## config.mk

```make
export PLATFORM = sky130hd
export DESIGN_NAME = rps_status
export DESIGN_NICKNAME = d
export VERILOG_FILES = /design/src/core/rps_port_flags.v /design/src/core/rps_status.v
export VERILOG_INCLUDE_DIRS = /design/src /design/src/core
export SDC_FILE = /design/constraint.sdc
export NUM_CORES = 1
export LEC_CHECK = 0
export BUFFER_PORTS_ARGS = -buffer_cell sky130_fd_sc_hd__buf_2
export CAP_MARGIN = 15
export CORE_MARGIN = 2
export CORE_UTILIZATION = 50
export DETAILED_ROUTE_END_ITERATION = 10
export PLACE_DENSITY = 0.85
export SLEW_MARGIN = 10
export SYNTH_ARGS = -nofsm -noshare
export SYNTH_HDL_FRONTEND = slang
export SYNTH_SLANG_ARGS = --single-unit
```

## constraint.sdc

```tcl
create_clock -name core_clk -period 2.1 [get_ports core_clk]
set_input_delay 0.315 -clock core_clk [delete_from_list [all_inputs] [get_ports core_clk]]
set_output_delay 0.315 -clock core_clk [all_outputs]
set_load 0.01 [all_outputs]
```

## src/core/rps_map.vh

```
// register map and field positions of the receive port status block
`ifndef RPS_MAP_VH
`define RPS_MAP_VH

`define RPS_ADDR_PORT_SELECT   8'h4C
`define RPS_ADDR_STATUS_ONE    8'h4D

`define RPS_SEL_READ_HI        5
`define RPS_SEL_READ_LO        4
`define RPS_SEL_WRITE_HI       3
`define RPS_SEL_WRITE_LO       0
`define RPS_SEL_RESET          8'h00

`define RPS_STS_PORT_HI        7
`define RPS_STS_PORT_LO        6
`define RPS_STS_CRC            5
`define RPS_STS_LOCK_CHG       4
`define RPS_STS_SEQ            3
`define RPS_STS_PARITY         2
`define RPS_STS_PASS           1
`define RPS_STS_LOCK           0
`define RPS_STS_RESET          8'h00

`define RPS_UNMAPPED_DATA      8'h00

`endif

```

## src/core/rps_port_flags.v

```verilog
// status flags of one receive port
`timescale 1ns/1ps

module rps_port_flags (
	core_clk,
	sys_rst,
	receiver_locked,
	rx_pass,
	crc_error_event,
	seq_error_event,
	enhanced_error_enable,
	parity_count_over,
	parity_counter_clear,
	detail_read,
	status_read,
	flags
);
	input  wire       core_clk;
	input  wire       sys_rst;
	input  wire       receiver_locked;
	input  wire       rx_pass;
	input  wire       crc_error_event;
	input  wire       seq_error_event;
	input  wire       enhanced_error_enable;
	input  wire       parity_count_over;
	input  wire       parity_counter_clear;
	input  wire       detail_read;
	input  wire       status_read;
	output wire [5:0] flags;

	reg lock_prev;
	reg ctrl_channel_crc_flag;
	reg lock_change_flag;
	reg ctrl_channel_sequence_flag;
	reg ctrl_channel_error_summary;
	reg parity_flag;
	reg pass_flag;
	reg lock_flag;

	wire lock_moved;

	assign lock_moved = receiver_locked ^ lock_prev;

	always @(posedge core_clk) begin
		if (sys_rst) begin
			lock_prev                  <= 1'b0;
			ctrl_channel_crc_flag      <= 1'b0;
			lock_change_flag           <= 1'b0;
			ctrl_channel_sequence_flag <= 1'b0;
			ctrl_channel_error_summary <= 1'b0;
			parity_flag                <= 1'b0;
			pass_flag                  <= 1'b0;
			lock_flag                  <= 1'b0;
		end else begin
			lock_prev <= receiver_locked;
			ctrl_channel_crc_flag <= crc_error_event | (ctrl_channel_crc_flag & ~status_read);
			lock_change_flag <= lock_moved | (lock_change_flag & ~status_read);
			ctrl_channel_sequence_flag <= seq_error_event |
				(ctrl_channel_sequence_flag & ~(status_read & ~enhanced_error_enable));
			ctrl_channel_error_summary <= (crc_error_event | seq_error_event) |
				(ctrl_channel_error_summary & ~detail_read);
			parity_flag <= parity_count_over | (parity_flag & ~parity_counter_clear);
			pass_flag <= rx_pass;
			lock_flag <= receiver_locked;
		end
	end

	assign flags = {ctrl_channel_crc_flag,
	                lock_change_flag,
	                enhanced_error_enable ? ctrl_channel_error_summary : ctrl_channel_sequence_flag,
	                parity_flag,
	                pass_flag,
	                lock_flag};
endmodule

```

## src/core/rps_status.v

```verilog
// paged receive port status register bank
`timescale 1ns/1ps
`include "rps_map.vh"

// Operation
// - bits 7:6 return the receive port currently selected for readback
// - bit 5 sets on forward control channel crc error, clears on read
// - bit 4 sets when lock state changes since last read, clears on read
// - enhanced errors off: bit 3 is sticky sequence error, cleared on read
// - enhanced errors on: bit 3 summarises errors, cleared by detail register read
// - bit 2 is one when parity error count exceeds threshold
// - reading status never clears parity flag; counter clear does
// - bit 1 shows live receive pass status
// - bit 0 shows live receiver lock state
// - status exists per port; port select chooses which copy is accessed
// - two-bit read port field picks port 0..3 and is reflected back
module rps_status #(
	parameter PORTS = 4
) (
	core_clk,
	sys_rst,
	reg_addr,
	reg_read,
	reg_write,
	reg_wdata,
	reg_rdata,
	receiver_locked,
	rx_pass,
	crc_error_event,
	seq_error_event,
	enhanced_error_enable,
	parity_count_over,
	parity_counter_clear,
	detail_read
);
	input  wire             core_clk;
	input  wire             sys_rst;
	input  wire [7:0]       reg_addr;
	input  wire             reg_read;
	input  wire             reg_write;
	input  wire [7:0]       reg_wdata;
	output reg  [7:0]       reg_rdata;
	input  wire [PORTS-1:0] receiver_locked;
	input  wire [PORTS-1:0] rx_pass;
	input  wire [PORTS-1:0] crc_error_event;
	input  wire [PORTS-1:0] seq_error_event;
	input  wire [PORTS-1:0] enhanced_error_enable;
	input  wire [PORTS-1:0] parity_count_over;
	input  wire [PORTS-1:0] parity_counter_clear;
	input  wire [PORTS-1:0] detail_read;

	// read-only top bits of the port select register read back as zero here
	localparam [1:0] SEL_PHYS_PORT = 2'h0;
	localparam [7:0] SEL_RESET     = `RPS_SEL_RESET;
	localparam       FLAG_BITS     = 6;
	// bit places inside the six flags of one port, as packed by rps_port_flags
	localparam       FLAG_CRC      = 5;
	localparam       FLAG_LOCK_CHG = 4;
	localparam       FLAG_ERROR    = 3;
	localparam       FLAG_PARITY   = 2;
	localparam       FLAG_PASS     = 1;
	localparam       FLAG_LOCK     = 0;

	reg  [1:0]                 read_port;
	reg  [3:0]                 write_port_enable;
	reg  [7:0]                 next_rdata;
	wire [7:0]                 port_select;
	wire [PORTS*FLAG_BITS-1:0] all_flags;
	wire [FLAG_BITS-1:0]       read_flags;
	wire [PORTS-1:0]           status_read;
	wire                       select_hit;
	wire                       status_hit;
	wire                       select_write;
	wire                       status_access;
	wire                       ctrl_channel_crc_flag;
	wire                       lock_change_flag;
	wire                       ctrl_channel_error_bit;
	wire                       parity_flag;
	wire                       pass_flag;
	wire                       lock_flag;

	// address decode shared by writes and clear-on-read; readback decodes reg_addr in its own case
	function addr_is_select;
		input [7:0] addr;
		begin
			addr_is_select = (addr == `RPS_ADDR_PORT_SELECT);
		end
	endfunction

	function addr_is_status;
		input [7:0] addr;
		begin
			addr_is_status = (addr == `RPS_ADDR_STATUS_ONE);
		end
	endfunction

	// one port's flags out of the packed vector; absent ports read as zero
	function [FLAG_BITS-1:0] port_flags_of;
		input [PORTS*FLAG_BITS-1:0] flags_all;
		input [1:0]                 which;
		integer                     k;
		begin
			port_flags_of = {FLAG_BITS{1'b0}};
			for (k = 0; k < PORTS; k = k + 1) begin
				if (which == k) begin
					port_flags_of = flags_all[k*FLAG_BITS +: FLAG_BITS];
				end
			end
		end
	endfunction

	// status byte with every flag in its own bit place
	function [7:0] status_byte;
		input [1:0] which;
		input       crc;
		input       lock_change;
		input       error;
		input       parity;
		input       pass;
		input       lock;
		begin
			status_byte                                    = `RPS_STS_RESET;
			status_byte[`RPS_STS_PORT_HI:`RPS_STS_PORT_LO] = which;
			status_byte[`RPS_STS_CRC]                      = crc;
			status_byte[`RPS_STS_LOCK_CHG]                 = lock_change;
			status_byte[`RPS_STS_SEQ]                      = error;
			status_byte[`RPS_STS_PARITY]                   = parity;
			status_byte[`RPS_STS_PASS]                     = pass;
			status_byte[`RPS_STS_LOCK]                     = lock;
		end
	endfunction

	function [7:0] select_byte;
		input [1:0] which;
		input [3:0] enables;
		begin
			select_byte                                      = SEL_RESET;
			select_byte[7:6]                                 = SEL_PHYS_PORT;
			select_byte[`RPS_SEL_READ_HI:`RPS_SEL_READ_LO]   = which;
			select_byte[`RPS_SEL_WRITE_HI:`RPS_SEL_WRITE_LO] = enables;
		end
	endfunction

	// strobes qualified by address
	assign select_hit    = addr_is_select(reg_addr);
	assign status_hit    = addr_is_status(reg_addr);
	assign select_write  = reg_write && select_hit;
	assign status_access = reg_read && status_hit;

	always @(posedge core_clk) begin
		if (sys_rst) begin
			read_port         <= SEL_RESET[`RPS_SEL_READ_HI:`RPS_SEL_READ_LO];
			write_port_enable <= SEL_RESET[`RPS_SEL_WRITE_HI:`RPS_SEL_WRITE_LO];
		end else if (select_write) begin
			read_port         <= reg_wdata[`RPS_SEL_READ_HI:`RPS_SEL_READ_LO];
			write_port_enable <= reg_wdata[`RPS_SEL_WRITE_HI:`RPS_SEL_WRITE_LO];
		end
	end

	// write enables kept for readback only: no per-port field here is writable
	assign port_select = select_byte(read_port, write_port_enable);

	genvar g;
	generate
		for (g = 0; g < PORTS; g = g + 1) begin : port
			// clear on read hits only the selected copy
			assign status_read[g] = status_access && (read_port == g);
			rps_port_flags u_flags (
				.core_clk              (core_clk),
				.sys_rst               (sys_rst),
				.receiver_locked       (receiver_locked[g]),
				.rx_pass               (rx_pass[g]),
				.crc_error_event       (crc_error_event[g]),
				.seq_error_event       (seq_error_event[g]),
				.enhanced_error_enable (enhanced_error_enable[g]),
				.parity_count_over     (parity_count_over[g]),
				.parity_counter_clear  (parity_counter_clear[g]),
				.detail_read           (detail_read[g]),
				.status_read           (status_read[g]),
				.flags                 (all_flags[g*6+5:g*6])
			);
		end
	endgenerate

	assign read_flags             = port_flags_of(all_flags, read_port);
	assign ctrl_channel_crc_flag  = read_flags[FLAG_CRC];
	assign lock_change_flag       = read_flags[FLAG_LOCK_CHG];
	assign ctrl_channel_error_bit = read_flags[FLAG_ERROR];
	assign parity_flag            = read_flags[FLAG_PARITY];
	assign pass_flag              = read_flags[FLAG_PASS];
	assign lock_flag              = read_flags[FLAG_LOCK];

	// readback mux; unmapped addresses read as zero
	always @* begin
		next_rdata = reg_rdata;
		if (reg_read) begin
			case (reg_addr)
				`RPS_ADDR_PORT_SELECT: begin
					next_rdata = port_select;
				end
				`RPS_ADDR_STATUS_ONE: begin
					next_rdata = status_byte(read_port, ctrl_channel_crc_flag, lock_change_flag,
					                         ctrl_channel_error_bit, parity_flag, pass_flag, lock_flag);
				end
				default: begin
					next_rdata = `RPS_UNMAPPED_DATA;
				end
			endcase
		end
	end

	// read data stands until the next read
	always @(posedge core_clk) begin
		if (sys_rst) begin
			reg_rdata <= `RPS_STS_RESET;
		end else begin
			reg_rdata <= next_rdata;
		end
	end
endmodule

```

==> results by group <==
Clock network
  • Clk slew on worst S/H paths: 0.08 ns
  • H-tree Lvls: 2
  • Root Driver: clkbuf_8
  • # Post-CTS Setup Buffers: 0
  • CTS tree: built
  • CTS buffer count: 5
  • Worst skew pair latency: 0.30 ns
  • # hold bufs at CTS: 0
  • Max Root-Sink Buffers: 2
  • PostCTS Resize Cnt: 0
  • Clk sinks: 42

Global route
  • Vias in the first global route: 1,541
  • Largest net degree at the start of global routing: 47
  • Initial antenna violation count: 0
  • Gr usage total: 21.24%
  • Total gr overflow: 0
  • Global-route wire length before repair: 6.782 mm

Logic synthesis
  • Synth area leaders: dfxtp_1, mux4_2, a21oi_1
  • Syn avg cell area: 9.400 sq um
  • Synthesized cell area: 1852 sq um
  • Share of the synthesized area in the top cell type: 45.41%
  • Yosys warns: 0
  • Syn Nets: 249
  • Post-Synthesis Cells: 197
  • Synth area leader: dfxtp_1
  • Number of flops mapped to enable cells by yosys: 0
  • Asr flop ratio synth: 0%
  • Post-synthesis register bit count: 42
  • Post-synth cell types: 33
  • Synth Flop Type: dfxtp_1
  • Sequential area share after synthesis: 45.41%

Floorplanning
  • Die Width: 64.86 um
  • Io pins: 60
  • Die H: 64.86 um
  • Initial Util: 51.35%
  • Die ar.: 4206 sq um
  • Core Area: 3606 sq um
  • FP Rows: 22

Layout
  • Commonest non-fill, non-tap cells in the layout: buf_2, dfxtp_1, nor2_1, a21oi_1, nand2b_1
  • # nets final: 311
  • Design area: 2369 sq um
  • Synth-to-Final Area Change: 27.91%
  • Commonest non-fill, non-tap cell in the layout: buf_2
  • Finished Layout Cells: 308
  • Share of layout cells above drive strength 1: 33.46%
  • Diodes inserted: 0
  • Post-route core utilization: 65.68%

Timing
  • Crit path time final: 1.784 ns
  • Setup TNS: 0 ns
  • Clock skew: 0.005438 ns
  • Worst-Margin Slew: 0.4396 ns
  • Hold violation count in the final report: 0
  • Fin crit share: 84.96%
  • Setup ws final: 0.3159 ns
  • RSZ-0062 raised after global routing: no
  • Setup violations, final: 0
  • Relative slew slack: 70.65%
  • Final Max Tran Viols: 0
  • Hold slack: 0.2207 ns
  • F_max: 0.5605 GHz

Setup path
  • Arrival @ worst endpoint: 1.96 ns
  • Slowest-stage cell, CP: dfxtp_1
  • Critical R2R Launch: read_port[0]$_SDFFE_PP0P_
  • Crit-path max cell delay: 0.60 ns
  • Setup crit start kind: register
  • CP Data Required Time: 2.28 ns
  • CP max FO: 8
  • Worst Setup SP: read_port[0]$_SDFFE_PP0P_
  • CP cell instances: buf_4 -> mux4_2 -> mux2i_1 -> o21ai_0
  • Crit path max-delay family: multiplexers
  • Worst setup EP type: register
  • Crit path buffers/inverters: 1
  • Kind of critical path: register to register

Placement
  • # port buffers: 57
  • Pre-CTS setup slack: 0.1676 ns
  • Post-DP HPWL: 3.092 mm
  • GP Congestion: 0.7839
  • DP Area: 2226 sq um
  • Dpl cells: 300

Drt
  • Vias per Instance: 5.341
  • Drt pass-1 iters: 4
  • Initial drt markers: 105
  • Drt drc: 0
  • DRT antenna net count: 0
  • Detailed Route WL: 4.224 mm
  • Routed via count: 1,645
  • Wirelength per Cell: 13.71 um

Power and ir drop
  • Leakage: 1.014 nW
  • Total power: 1.821 mW
  • Pwr dens: 769.0 nW/um^2
  • Worst VDD drop: 419.6 uV

Job
  • Max_cap viols: 0

Outcome
  • Outcome: finished clean

Worst hold path
  • Hold path start: parity_count_over[1]
  • Hold Path Class: primary input to register
worst paths after layout:
check	endpoint	cells after the start	slack, ns
setup / recovery	reg_rdata[4]$_SDFFE_PP0P_	4	0.32
hold / removal	port[1].u_flags.parity_flag$_SDFF_PP0_	3	0.22
setup reg to reg	reg_rdata[4]$_SDFFE_PP0P_	4	0.32
hold reg to reg	reg_rdata[0]$_SDFFE_PP0P_	2	0.45
flip-flops by register name (all words and copies together), names as in the netlist:
| signal | cells |
|---|---|
| reg_rdata | 8 |
| port.u_flags.ctrl_channel_crc_flag | 4 |
| port.u_flags.ctrl_channel_error_summary | 4 |
| port.u_flags.ctrl_channel_sequence_flag | 4 |
| port.u_flags.lock_change_flag | 4 |
| port.u_flags.lock_prev | 4 |
| port.u_flags.parity_flag | 4 |
| port.u_flags.pass_flag | 4 |
| write_port_enable | 4 |
| read_port | 2 |
kinds of logic after synthesis:
logic type,Yosys count,synth area share (%)
flops,42,45.41
xor+xnor,4,1.892
buf+inv,22,4.527
mux,14,11.01
compound gates,44,15.00
simple gates,71,22.16
synth_stat cells, types with 2 or more instances:
library cell,instances
o22ai_1,8
nand2_1,8
nor4_1,4
nand2b_1,13
xnor2_1,4
a21oi_1,17
a211oi_1,5
nand4_1,7
o21ai_0,4
dfxtp_1,42
buf_1,6
o31ai_1,6
clkbuf_1,5
inv_1,10
nor2b_1,10
mux2i_1,8
mux4_2,5
nand3_1,2
nor2_1,17
nand3b_1,3
per-layer routing:
metal,vias to the layer above,part of all wire [%],GRT usage (%)
li1,826,-,-
met1,762,44,26.32
met2,51,49,35.57
met3,6,5.6,5.729
met4,0,1.5,7.181
met5,-,0,0
worst register-to-register path, cell delays in order (launching register included):
cell     delay [ns]
dfxtp_1        0.60
buf_4          0.24
mux4_2         0.50
mux2i_1        0.21
o21ai_0        0.11
cell type report:
cell class              instances  area, sq um
clock buffers                   6        82.58
clock inverters                 2        60.06
fillers                       300         1237
inverters                      10        37.54
multi-input cells             133        927.1
flip-flops and latches         42        840.8
well taps                      48        60.06
repair buffers                 67        360.3
power by group:
part           switching (mW)  internal, mW
clock                   0.272         0.507
sequential             0.0215         0.838
combinational          0.0876        0.0949
total                   0.381          1.44
Note: power is estimated with default switching activity, not from simulation.
